### config.mk
export PLATFORM = sky130hd
export DESIGN_NAME = mrr_sequencer
export DESIGN_NICKNAME = d
export VERILOG_FILES = /design/src/mrr_sequencer.v
export VERILOG_INCLUDE_DIRS = /design/src
export SDC_FILE = /design/constraint.sdc
export NUM_CORES = 2
export LEC_CHECK = 0
export ABC_AREA = 0
export BUFFER_PORTS_ARGS = -buffer_cell sky130_fd_sc_hd__buf_4
export CORE_MARGIN = 1.5
export CORE_UTILIZATION = 60
export DETAILED_ROUTE_END_ITERATION = 10
export PLACE_DENSITY = 0.72
export SYNTH_ARGS = -nofsm -noshare
export SYNTH_HDL_FRONTEND = slang
export SYNTH_SLANG_ARGS = --single-unit
### constraint.sdc
create_clock -name clk -period 13.4 [get_ports clk]
set_clock_uncertainty 0.2 [all_clocks]
set_input_delay 1.34 -clock clk [delete_from_list [all_inputs] [get_ports clk]]
set_output_delay 1.34 -clock clk [all_outputs]
set_load 0.02 [all_outputs]
### src/mrr_defs.vh
// Constants for the main converter round robin sequencer.
// Assumes a 125 MHz system clock and a byte-wide register port.
`ifndef MRR_DEFS_VH
`define MRR_DEFS_VH
// ----------------------------------------
// Timing
// ----------------------------------------
`define MRR_CLK_MHZ 125
`define MRR_SLOT_US 8
`define MRR_SLOT_CYC (`MRR_SLOT_US * `MRR_CLK_MHZ)
`define MRR_PASS_US 192
`define MRR_ALIGN_US 128
`define MRR_NSLOTS 24
`define MRR_NGP 8
`define MRR_NRESULT 33
`define MRR_DRDY_PASSES 8
// ----------------------------------------
// Slot order
// ----------------------------------------
`define MRR_SLOT_DIE 5'h00
`define MRR_SLOT_TREF 5'h01
`define MRR_SLOT_VS1 5'h02
`define MRR_SLOT_CUR 5'h12
`define MRR_SLOT_GP 5'h13
// ----------------------------------------
// Result index: die, tref, vs1..16, cur, gp1..8
// ----------------------------------------
`define MRR_IDX_CUR 6'h12
`define MRR_IDX_GP1 6'h13
`define MRR_RESULT_DEFAULT 16'h8000
// ----------------------------------------
// Register map (byte addresses)
// ----------------------------------------
`define MRR_ADDR_RES_BASE 8'h00
`define MRR_ADDR_CTRL 8'h50
`define MRR_ADDR_DELAY 8'h51
`define MRR_ADDR_GPCFG 8'h52
`define MRR_ADDR_FILT 8'h53
`define MRR_ADDR_STAT 8'h54
`define MRR_ADDR_IRQ_STAT 8'h55
`define MRR_ADDR_IRQ_EN 8'h56
`define MRR_ADDR_IRQ_CLR 8'h57
`define MRR_ADDR_MODE 8'h58
`define MRR_CTRL_GO 0
`define MRR_CTRL_STOP 1
`define MRR_CTRL_AUX_EN 2
`define MRR_CTRL_FAULT_PIN_EN 3
`define MRR_CTRL_FRAME_FAULT_EN 4
`define MRR_IRQ_PASS 0
`define MRR_IRQ_DRDY 1
`define MRR_IRQ_ALIGN 2
`define MRR_MODE_ACTIVE 2'h0
`define MRR_MODE_SLEEP 2'h1
`define MRR_MODE_SHUTDOWN 2'h2
`endif

### src/mrr_sequencer.v
// Main converter round robin sequencer with byte-wide result registers.
// Assumes an external SAR core that takes a slot select and returns a sample pulse.
`timescale 1ns/100ps
`include "mrr_defs.vh"
// Function
// - Twenty-four slots measured in repeating round robin
// - Eight microseconds per slot, 192 per pass; slots here take 1001 clocks (8.008 us), 24024 per pass
// - Slots: die, reference, sixteen channels, current, gp, then four spare slots whose samples are not stored
// - One general input per pass, rotating
// - 16-bit two's-complement results as byte pairs
// - Enable presets all results to 0x8000
// - Result pair updates when its slot completes
// - High read freezes low until low read
// - Start delay aligns chained devices
// - Channel results pass a lowpass filter
// - Main and aux converters enabled separately
// - Fault status in frames, optional fault pin
// - Active runs all; sleep, shutdown stop converter
// - Hardware reset equals power-on reset
// - Go latches settings; resend to change
// - Unconfigured gp slot skipped, stays 0x8000
// - Data ready after eight passes; running bit
module mrr_sequencer #(
  parameter DELAY_UNIT_CYC = 125
) (
  input wire clk,
  input wire nrst,
  input wire hw_reset_req,
  input wire [7:0] reg_addr,
  input wire [7:0] reg_wdata,
  input wire reg_wr,
  input wire reg_rd,
  output reg [7:0] reg_rdata,
  output wire irq,
  output reg [4:0] conv_slot,
  output reg [2:0] conv_gp_sel,
  output reg conv_start,
  input wire conv_done,
  input wire [15:0] conv_data,
  output reg aux_enable,
  output reg fault_pin_active_low,
  output reg frame_fault_flag,
  output reg main_run,
  output reg main_converter_data_ready
);

  // ----------------------------------------
  // Reset release
  // ----------------------------------------
  reg rst_s1_r;
  reg rst_s2_r;
  wire rst_n;

  always @(posedge clk or negedge nrst) begin
    if (!nrst) begin
      rst_s1_r <= 1'b0;
      rst_s2_r <= 1'b0;
    end else begin
      rst_s1_r <= 1'b1;
      rst_s2_r <= 1'b1;
    end
  end

  // Hardware reset request acts like power-on reset
  wire hw_rst_req_sync;
  reg hwr_s1_r;
  reg hwr_s2_r;
  always @(posedge clk or negedge nrst) begin
    if (!nrst) begin
      hwr_s1_r <= 1'b0;
      hwr_s2_r <= 1'b0;
    end else begin
      hwr_s1_r <= hw_reset_req;
      hwr_s2_r <= hwr_s1_r;
    end
  end
  assign hw_rst_req_sync = hwr_s2_r;
  assign rst_n = rst_s2_r & ~hw_rst_req_sync;

  // ----------------------------------------
  // Converter sample synchroniser
  // ----------------------------------------
  reg done_s1_r;
  reg done_s2_r;
  reg done_s3_r;
  always @(posedge clk or negedge nrst) begin
    if (!nrst) begin
      done_s1_r <= 1'b0;
      done_s2_r <= 1'b0;
      done_s3_r <= 1'b0;
    end else begin
      done_s1_r <= conv_done;
      done_s2_r <= done_s1_r;
      done_s3_r <= done_s2_r;
    end
  end

  // ----------------------------------------
  // Control registers
  // ----------------------------------------
  reg [7:0] delay_cfg_r;
  reg [7:0] gp_cfg_r;
  reg [7:0] filt_cfg_r;
  reg [1:0] pwr_mode_r;
  reg fault_pin_en_r;
  reg frame_fault_en_r;
  reg [7:0] delay_lat_r;
  reg [7:0] gp_lat_r;
  reg [1:0] filt_lat_r;
  reg [2:0] irq_stat_r;
  reg [2:0] irq_en_r;

  wire wr_ctrl = reg_wr && (reg_addr == `MRR_ADDR_CTRL);
  wire go_cmd = wr_ctrl && reg_wdata[`MRR_CTRL_GO];
  wire stop_cmd = (wr_ctrl && reg_wdata[`MRR_CTRL_STOP]) ||
    (pwr_mode_r != `MRR_MODE_ACTIVE);

  // ----------------------------------------
  // Sequencer state machine
  // ----------------------------------------
  localparam ST_IDLE = 4'b0001;
  localparam ST_DELAY = 4'b0010;
  localparam ST_CONV = 4'b0100;
  localparam ST_WAIT = 4'b1000;

  reg [3:0] state_r;
  reg [15:0] tmr_r;
  reg [4:0] slot_r;
  reg [2:0] gp_idx_r;
  reg [3:0] pass_cnt_r;
  reg pass_evt;
  reg align_evt;

  function gp_active;
    input [7:0] cfg;
    input [2:0] idx;
    begin
      gp_active = cfg[idx];
    end
  endfunction

  always @(posedge clk or negedge rst_n) begin
    if (!rst_n) begin
      state_r <= ST_IDLE;
      tmr_r <= 16'h0000;
      slot_r <= 5'h00;
      gp_idx_r <= 3'h0;
      pass_cnt_r <= 4'h0;
      main_run <= 1'b0;
      main_converter_data_ready <= 1'b0;
      conv_slot <= 5'h00;
      conv_gp_sel <= 3'h0;
      conv_start <= 1'b0;
      delay_lat_r <= 8'h00;
      gp_lat_r <= 8'h00;
      filt_lat_r <= 2'h0;
      pass_evt <= 1'b0;
      align_evt <= 1'b0;
    end else begin
      conv_start <= 1'b0;
      pass_evt <= 1'b0;
      align_evt <= 1'b0;
      if (go_cmd && !stop_cmd) begin
        delay_lat_r <= delay_cfg_r;
        gp_lat_r <= gp_cfg_r;
        filt_lat_r <= filt_cfg_r[1:0];
        state_r <= ST_DELAY;
        tmr_r <= 16'h0000;
        slot_r <= `MRR_SLOT_DIE;
        gp_idx_r <= 3'h0;
        pass_cnt_r <= 4'h0;
        main_converter_data_ready <= 1'b0;
        main_run <= 1'b1;
      end else if (stop_cmd) begin
        state_r <= ST_IDLE;
        main_run <= 1'b0;
      end else begin
        case (state_r)
          ST_IDLE: begin
            state_r <= ST_IDLE;
          end
          ST_DELAY: begin
            // Start delay lets a chain sample all channels together
            if (tmr_r >= delay_lat_r * DELAY_UNIT_CYC) begin
              state_r <= ST_CONV;
              tmr_r <= 16'h0000;
              align_evt <= 1'b1;
            end else begin
              tmr_r <= tmr_r + 16'h0001;
            end
          end
          ST_CONV: begin
            conv_slot <= slot_r;
            conv_gp_sel <= gp_idx_r;
            // Inactive gp input keeps its turn but is not sampled
            conv_start <= (slot_r != `MRR_SLOT_GP) ||
              gp_active(gp_lat_r, gp_idx_r);
            tmr_r <= 16'h0001;
            state_r <= ST_WAIT;
          end
          ST_WAIT: begin
            if (tmr_r == `MRR_SLOT_CYC) begin
              tmr_r <= 16'h0000;
              state_r <= ST_CONV;
              if (slot_r == `MRR_NSLOTS - 1) begin
                slot_r <= 5'h00;
                gp_idx_r <= gp_idx_r + 3'h1;
                pass_evt <= 1'b1;
                if (pass_cnt_r != `MRR_DRDY_PASSES)
                  pass_cnt_r <= pass_cnt_r + 4'h1;
                if (pass_cnt_r == `MRR_DRDY_PASSES - 1)
                  main_converter_data_ready <= 1'b1;
              end else begin
                slot_r <= slot_r + 5'h01;
              end
            end else begin
              tmr_r <= tmr_r + 16'h0001;
            end
          end
          default: state_r <= ST_IDLE;
        endcase
      end
    end
  end

  // ----------------------------------------
  // Result storage
  // ----------------------------------------
  reg [15:0] res_r [0:`MRR_NRESULT-1];
  reg [7:0] low_shadow_r [0:`MRR_NRESULT-1];
  reg [`MRR_NRESULT-1:0] low_hold_r;
  reg [15:0] filt_in;
  reg [5:0] res_idx;
  reg res_filtered;

  // Sample lands on the slot still presented to the converter
  always @* begin
    res_filtered = 1'b0;
    if (conv_slot == `MRR_SLOT_GP)
      res_idx = `MRR_IDX_GP1 + {3'h0, conv_gp_sel};
    else
      res_idx = {1'b0, conv_slot};
    if (conv_slot >= `MRR_SLOT_VS1 && conv_slot <= `MRR_SLOT_CUR)
      res_filtered = (filt_lat_r != 2'h0);
  end

  // Single pole filter, coefficient 1/2^(k+1) selected at go
  function [15:0] post_conversion_lowpass;
    input [15:0] prev;
    input [15:0] smp;
    input [1:0] k;
    reg signed [16:0] diff;
    reg signed [16:0] step;
    begin
      diff = $signed({smp[15], smp}) - $signed({prev[15], prev});
      step = diff >>> ({2'h0, k} + 3'h1);
      post_conversion_lowpass = prev + step[15:0];
    end
  endfunction

  wire sample_rx = done_s2_r & ~done_s3_r;
  wire is_spare = (conv_slot > `MRR_SLOT_GP);
  wire hi_rd = reg_rd && (reg_addr < 2 * `MRR_NRESULT) && !reg_addr[0];
  wire lo_rd = reg_rd && (reg_addr < 2 * `MRR_NRESULT) && reg_addr[0];
  wire [5:0] rd_idx = reg_addr[6:1];
  integer i;

  always @(posedge clk) begin
    if (go_cmd) begin
      for (i = 0; i < `MRR_NRESULT; i = i + 1) begin
        res_r[i] <= `MRR_RESULT_DEFAULT;
        // Low byte of the 0x8000 default
        low_shadow_r[i] <= 8'h00;
      end
    end else if (sample_rx && main_run && !is_spare) begin
      // Filter seeds from the first sample after a go
      if (res_filtered && res_r[res_idx] != `MRR_RESULT_DEFAULT)
        res_r[res_idx] <= post_conversion_lowpass(res_r[res_idx], conv_data, filt_lat_r - 2'h1);
      else
        res_r[res_idx] <= conv_data;
    end
    // Shadow is only read while held, so capture at the high read suffices
    if (hi_rd && !low_hold_r[rd_idx])
      low_shadow_r[rd_idx] <= res_r[rd_idx][7:0];
  end

  always @(posedge clk or negedge rst_n) begin
    if (!rst_n) begin
      low_hold_r <= {`MRR_NRESULT{1'b0}};
    end else begin
      if (go_cmd)
        low_hold_r <= {`MRR_NRESULT{1'b0}};
      else if (hi_rd)
        low_hold_r[rd_idx] <= 1'b1;
      else if (lo_rd)
        low_hold_r[rd_idx] <= 1'b0;
    end
  end

  // ----------------------------------------
  // Register writes and interrupts
  // ----------------------------------------
  wire [2:0] irq_evt = {align_evt, main_converter_data_ready & pass_evt &
    (pass_cnt_r == `MRR_DRDY_PASSES), pass_evt};
  wire [2:0] irq_clr = (reg_wr && reg_addr == `MRR_ADDR_IRQ_CLR) ? reg_wdata[2:0] : 3'h0;

  always @(posedge clk or negedge rst_n) begin
    if (!rst_n) begin
      delay_cfg_r <= 8'h00;
      gp_cfg_r <= 8'h00;
      filt_cfg_r <= 8'h00;
      pwr_mode_r <= `MRR_MODE_ACTIVE;
      aux_enable <= 1'b0;
      fault_pin_en_r <= 1'b0;
      frame_fault_en_r <= 1'b0;
      irq_stat_r <= 3'h0;
      irq_en_r <= 3'h0;
    end else begin
      if (wr_ctrl) begin
        aux_enable <= reg_wdata[`MRR_CTRL_AUX_EN];
        fault_pin_en_r <= reg_wdata[`MRR_CTRL_FAULT_PIN_EN];
        frame_fault_en_r <= reg_wdata[`MRR_CTRL_FRAME_FAULT_EN];
      end
      if (reg_wr && reg_addr == `MRR_ADDR_DELAY)
        delay_cfg_r <= reg_wdata;
      if (reg_wr && reg_addr == `MRR_ADDR_GPCFG)
        gp_cfg_r <= reg_wdata;
      if (reg_wr && reg_addr == `MRR_ADDR_FILT)
        filt_cfg_r <= reg_wdata;
      if (reg_wr && reg_addr == `MRR_ADDR_MODE)
        pwr_mode_r <= reg_wdata[1:0];
      if (reg_wr && reg_addr == `MRR_ADDR_IRQ_EN)
        irq_en_r <= reg_wdata[2:0];
      // Set wins over a clear in the same cycle
      irq_stat_r <= (irq_stat_r & ~irq_clr) | irq_evt;
    end
  end

  assign irq = |(irq_stat_r & irq_en_r);

  always @(posedge clk or negedge rst_n) begin
    if (!rst_n) begin
      fault_pin_active_low <= 1'b1;
      frame_fault_flag <= 1'b0;
    end else begin
      fault_pin_active_low <= ~(fault_pin_en_r & irq);
      frame_fault_flag <= frame_fault_en_r & irq;
    end
  end

  // ----------------------------------------
  // Read data, one cycle after the strobe
  // ----------------------------------------
  always @(posedge clk or negedge rst_n) begin
    if (!rst_n) begin
      reg_rdata <= 8'h00;
    end else if (reg_rd) begin
      if (hi_rd)
        reg_rdata <= res_r[rd_idx][15:8];
      else if (lo_rd)
        reg_rdata <= low_hold_r[rd_idx] ? low_shadow_r[rd_idx] : res_r[rd_idx][7:0];
      else begin
        case (reg_addr)
          `MRR_ADDR_DELAY: reg_rdata <= delay_cfg_r;
          `MRR_ADDR_GPCFG: reg_rdata <= gp_cfg_r;
          `MRR_ADDR_FILT: reg_rdata <= filt_cfg_r;
          `MRR_ADDR_MODE: reg_rdata <= {6'h00, pwr_mode_r};
          `MRR_ADDR_STAT: reg_rdata <= {3'h0, pass_cnt_r[3:0] == 4'h8,
            aux_enable, 1'b0, main_converter_data_ready, main_run};
          `MRR_ADDR_IRQ_STAT: reg_rdata <= {5'h00, irq_stat_r};
          `MRR_ADDR_IRQ_EN: reg_rdata <= {5'h00, irq_en_r};
          default: reg_rdata <= 8'h00;
        endcase
      end
    end else begin
      reg_rdata <= 8'h00;
    end
  end

endmodule // mrr_sequencer

# After elaboration in Yosys (flattened, before gate mapping)
# Memories as Yosys holds them, arrays and structs flattened.
# Index checks and enable logic that the tools add are counted.
dict set report totals {
  mem_count 2
  mem_bits_rw 792
  ff_bits 147
  inputBits 38
}
dict set report op_classes {
  shift 1
  eq_ne 23
  addsub 9
  n_reduce_logical 45
  bitwise 19
  n_mul 1
  order_cmp 8
  muxes 82
}
# name words width rd rd_ports_with_merged_regs wr line_no
set memory_table {}
lappend memory_table {res_r 33 16 2 0 33 mrr_sequencer.v:229} ;# reg [15:0] res_r [0:`MRR_NRESULT-1];
lappend memory_table {low_shadow_r 33 8 1 0 33 mrr_sequencer.v:230} ;# reg [7:0] low_shadow_r [0:`MRR_NRESULT-1];
# op count
set ops {}
lappend ops {{33-bit two-way mux} 3}
lappend ops {{16-bit two-way mux} 6}
lappend ops {{8-bit by 7-bit equality test with 1-bit output, second input constant} 9}
lappend ops {{8-bit case mux with 7 select lines} 1}
lappend ops {{16-bit case mux with 3 select lines} 1}
lappend ops {{4-bit two-way mux} 10}
lappend ops {{8-bit two-way mux} 5}
lappend ops {{1-bit two-way mux} 38}
lappend ops {{33-bit AND} 1}
lappend ops {{33-bit inverter} 1}
lappend ops {{33-bit bitwise OR} 1}
lappend ops {{5-bit two-way mux} 5}
lappend ops {{1-bit logical AND} 19}
lappend ops {{3-bit two-way mux} 6}
lappend ops {{6-bit two-way mux} 3}
lappend ops {{17-bit by 3-bit >>> shifter with 16-bit output} 1}
lappend ops {{16-bit by 16-bit subtractor with 17-bit output} 1}
lappend ops {{16-bit by 1-bit adder with 16-bit output, second input constant} 1}
lappend ops {{16-bit adder} 1}
lappend ops {{16-bit by 10-bit equality test with 1-bit output, second input constant} 1}
lappend ops {{16-bit by 15-bit greater-or-equal comparator with 1-bit output} 1}
lappend ops {{16-bit inequality test, second input constant} 1}
lappend ops {{2-bit nonzero test} 8}
lappend ops {{16-bit OR reduction} 1}
lappend ops {{other kinds (41)} 63}

# Longest topological paths before layout
# An unclocked memory read counts as a cell.
dict set report depth {
  word_depth 12
  depth_mapped 44
}

# Least setup slack after synthesis
# No wires, ideal clock.
dict set report synth_path {
  kind {flip-flop to flip-flop}
  from {register conv_gp_sel[0]}
  to {memory res_r[10][14] (data pin)}
  path_buffers 10
  stages_incl_launch_ff 39
  path_slack_ps 4756
  arrival_time_ps 8308
  setup_ps 136
  cell_sequence {dfrtp_1 -> buf_2 -> inv_1 -> ha_1 -> xor2_2 -> o21ai_4 -> buf_4 -> buf_6 -> buf_6 -> buf_2 -> buf_1 -> clkbuf_1 -> buf_1 -> mux2i_1 -> a32o_1 -> nor3_1 -> o31ai_1 -> ha_1 -> [3 not listed] -> a31o_1 -> nand2_1 -> a311oi_2 -> xor2_1 -> mux4_2 -> o21ai_0 -> ha_1 -> fa_1 -> maj3_2 -> maj3_2 -> a311o_1 -> a21oi_2 -> nor3_1 -> o31a_1 -> o31a_1 -> buf_6 -> buf_12 -> nor2_4}
}
# item line_no
set synth_lines {}
lappend synth_lines {{start: declaration} mrr_sequencer.v:36} ;# output reg [2:0] conv_gp_sel,
lappend synth_lines {{start signal: assignment} mrr_sequencer.v:194} ;# conv_gp_sel <= gp_idx_r;
lappend synth_lines {{end: declaration} mrr_sequencer.v:229}

==> results.sh <==
export IMPL_synthDistinctLibCells=124
export IMPL_pwr_share_clk=0.390
export IMPL_finalCriticalPeriod_ps=10600
export IMPL_rsz0062_at_grt="false"
export IMPL_antenna_left=0
export IMPL_max_stage_delay_ps=990
export IMPL_ys_ff_latch=1171
export IMPL_clock_latency_ps=750
export IMPL_fp_dieArea_mm2=0.09776
export IMPL_slew_viol_final=3
export IMPL_cts_tree="built"
export IMPL_p_int_w=0.006219
export IMPL_fp_coreArea_mm2=0.09501
export IMPL_violations="capacitance limit, slew limit"
export IMPL_ios=61
export IMPL_cts_max_path_buffers=3
export IMPL_die_w_um=312.7
export IMPL_path_class="flop to flop"
export IMPL_drtIter0Drc=8263
export IMPL_hold_path_class="flop to flop"
export IMPL_grt_max_degree=70
export IMPL_max_freq_ghz=0.09435
export IMPL_track_usage=0.4096
export IMPL_path_buf_inv=4
export IMPL_dr_pass1_iters=7
export IMPL_numClockSinks=1171
export IMPL_wl_per_cell_um=30.61
export IMPL_power_density_mw_per_mm2=131.9
export IMPL_synth_flop_cell="edfxtp_1"
export IMPL_layout_drive_gt1_share=0.1121
export IMPL_antenna_found_initial=8
export IMPL_post_dp_hpwl_um=125100
export IMPL_routabilityCongestion=0.9878
export IMPL_final_fill_count=7214
export IMPL_hold_path_depth=0
export IMPL_yosysMostFrequentCell="edfxtp_1"
export IMPL_tightest_slew_ps=1595
export IMPL_grt_pass1_wl_um=293200
export IMPL_crit_family="compound AO/OA/AOI/OAI gates"
export IMPL_syn_area_mm2=0.05754
export IMPL_synth_edf_count=1024
export IMPL_syn_avg_cell_area_um2=11.26
export IMPL_fin_ws_ps=2801
export IMPL_via_count=47030
export IMPL_finalPower_w=0.008461
export IMPL_cp_data_required_time_ps=13770
export IMPL_postCtsSetupBuffers=0
export IMPL_fp_row_count=113
export IMPL_slowest_stage="o21ai_2"
export IMPL_fin_crit_sh=0.7909
export IMPL_dp_slack_ps=3201
export IMPL_grt_overflow_total=0
export IMPL_end_kind="flop"
export IMPL_clk_pin_slew_worst_paths_ps=70
export IMPL_cp_depth=32
export IMPL_ff2ff_path_depth=32
export IMPL_numCtsBuffers=117
export IMPL_p_sw_frac=0.2649
export IMPL_cts_resized=0
export IMPL_cp_common_cell="ha_1"
export IMPL_synth_largest_area_cell="edfxtp_1"
export IMPL_post_route_drc_count=0
export IMPL_hold_viol_final=0
export IMPL_ys_seq_area_frac=0.5984
export IMPL_sequentialPowerShare=0.479
export IMPL_holdWs_ps=146.8
export IMPL_cts_root_buf="clkbuf_16"
export IMPL_yosysTopAreaCellShare=0.5344
export IMPL_io_buffers=60
export IMPL_setup_tns_final_ps=0
export IMPL_via_per_inst=7.057
export IMPL_setup_viol=0
export IMPL_start_util=0.6056
export IMPL_arrival_ps=10960
export IMPL_ys_top_cells_by_count="edfxtp_1 (1024), nor2_1 (902), nand2_1 (451)"
export IMPL_die_h_um=312.7
export IMPL_yosys_warnings=0
export IMPL_power_frac_comb=0.131
export IMPL_synthArstFlopShare=0.1255
export IMPL_critPathMaxFanout=32
export IMPL_grt_pass1_vias=44720
export IMPL_synthCells=5110
export IMPL_yosys_top_cells_area="edfxtp_1 (53%), dfrtp_1 (6.3%), nor2_1 (5.9%), nand2_1 (2.9%), a22oi_1 (2.5%)"
export IMPL_drv_cap=2
export IMPL_syn_to_final_growth_pct=11.47
export IMPL_nets=5448
export IMPL_start_kind="flop"
export IMPL_drt_wl_total_um=204000
export IMPL_p_leak_nw=22.98
export IMPL_outcome="finished with violations"
export IMPL_htreeDepth=3
export IMPL_cts_hold_fix_buffers=0
export IMPL_p_switching_w=0.002242
export IMPL_slew_headroom=-0.07338
export IMPL_peakVddDrop_mv=0.1150
[flip-flops by register name (all words and copies together) (netlist names), 8 cells and up]
register	count
gp_cfg_r	8
reg_rdata	8
gp_lat_r	8
delay_lat_r	8
filt_cfg_r	8
low_hold_r	33
res_r	512
tmr_r	16
delay_cfg_r	8
low_shadow_r	512
[cells in the final DEF, fill, tap and decap left out, types with 20 or more instances in the layout]
cell	count
edfxtp_1	1024
nor2_1	884
nand2_1	445
conb_1	257
buf_4	202
a21oi_1	199
o21ai_0	194
a22oi_1	189
o22ai_1	169
dfrtp_1	144
clkbuf_16	121
inv_1	106
a221oi_1	104
mux2_2	89
ha_1	87
nand3_1	81
mux2i_1	74
nor3_1	73
nand4_1	62
or3_1	61
a22o_1	47
nor2b_1	41
a31oi_1	40
o221ai_1	40
a21o_1	35
nor4_1	35
clkinv_1	29
xnor2_1	29
and3_1	26
fa_1	24
clkbuf_1	24
clkinv_2	23
nand2b_1	20
[power by group through the flow]
stage	logic, W	clock network, W	registers, W
3_3_place_gp	0.00105	0	0.00412
5_1_grt	0.00118	0.00342	0.00406
2_1_floorplan	0.000713	0	0.00412
6_report	0.00111	0.00330	0.00405
4_1_cts	0.00107	0.00329	0.00405
3_5_place_dp	0.00107	0	0.00413
[path summary, 6_finish.rpt]
kind                                      start              end  slack, ps
worst max-delay path             conv_gp_sel[0]    res_r[16][12]       2800
max in group asynchronous       hw_rst_req_sync   low_hold_r[30]      10730
worst min register to register         hwr_s1_r  hw_rst_req_sync        150
worst min-delay path                   hwr_s1_r  hw_rst_req_sync        150
min in group asynchronous                  nrst        done_s1_r        210
worst max register to register   conv_gp_sel[0]    res_r[16][12]       2800
[area by class of cell]
cell class / count / area, µm² / area share
clock inverter: 69 / 608.1 / 0.009481
inverter: 110 / 417.9 / 0.006516
timing repair buffer: 206 / 1588 / 0.02476
antenna: 1 / 2.502 / 0.00003902
clock buffer: 150 / 3187 / 0.04969
multi-input combinational: 3693 / 22320 / 0.3480
tap: 1265 / 1583 / 0.02468
sequential: 1171 / 34430 / 0.5369
[cell families (layout without fill, tap and decap cells)]
logic type,count (synthesis),count (layout),share of synthesized area
AOI/OAI and AO/OA,1251,1251,0.1515
xor gates and xnor gates,45,45,0.007111
adders and majority gates,117,117,0.02838
buffers and inverters,501,535,0.03490
DFF,1171,1171,0.5984
muxes,187,187,0.03843
other,2,258,0.0001305
and+or+nand+nor,1836,1836,0.1412
[through the flow]
stage                       util  std cells  instance area [µm²]
after floorplan                -       5365                58490
after global placement    0.6351       6445                60340
after detailed placement  0.6351       6445                60340
after CTS                 0.6750       6664                64130
after global routing      0.6750       6664                64130
final                     0.6750       6665                64140
[per-layer routing]
layer | up-vias | routed length (µm) | part of all wire | GRT usage
met5 | - | 96 | 0.00047 | 0
met4 | 14 | 13980 | 0.069 | 0.2297
met3 | 1007 | 32680 | 0.16 | 0.1451
met2 | 4080 | 86560 | 0.42 | 0.5966
met1 | 22590 | 70700 | 0.35 | 0.5362
li1 | 19340 | - | - | -
[worst register-to-register path, delay by kind of cell, from the launching register on]
| kind | cells | cell delay, ps |
|---|---|---|
| AO/OA/AOI/OAI | 12 | 3830 |
| XOR/XNOR | 3 | 690 |
| adder cells (fa/ha/maj) | 7 | 2440 |
| buffers and inverters | 4 | 1070 |
| flip-flops | 1 | 560 |
| multiplexers | 1 | 320 |
| AND/OR/NAND/NOR | 5 | 1350 |
(Power assumes the default switching activity.)
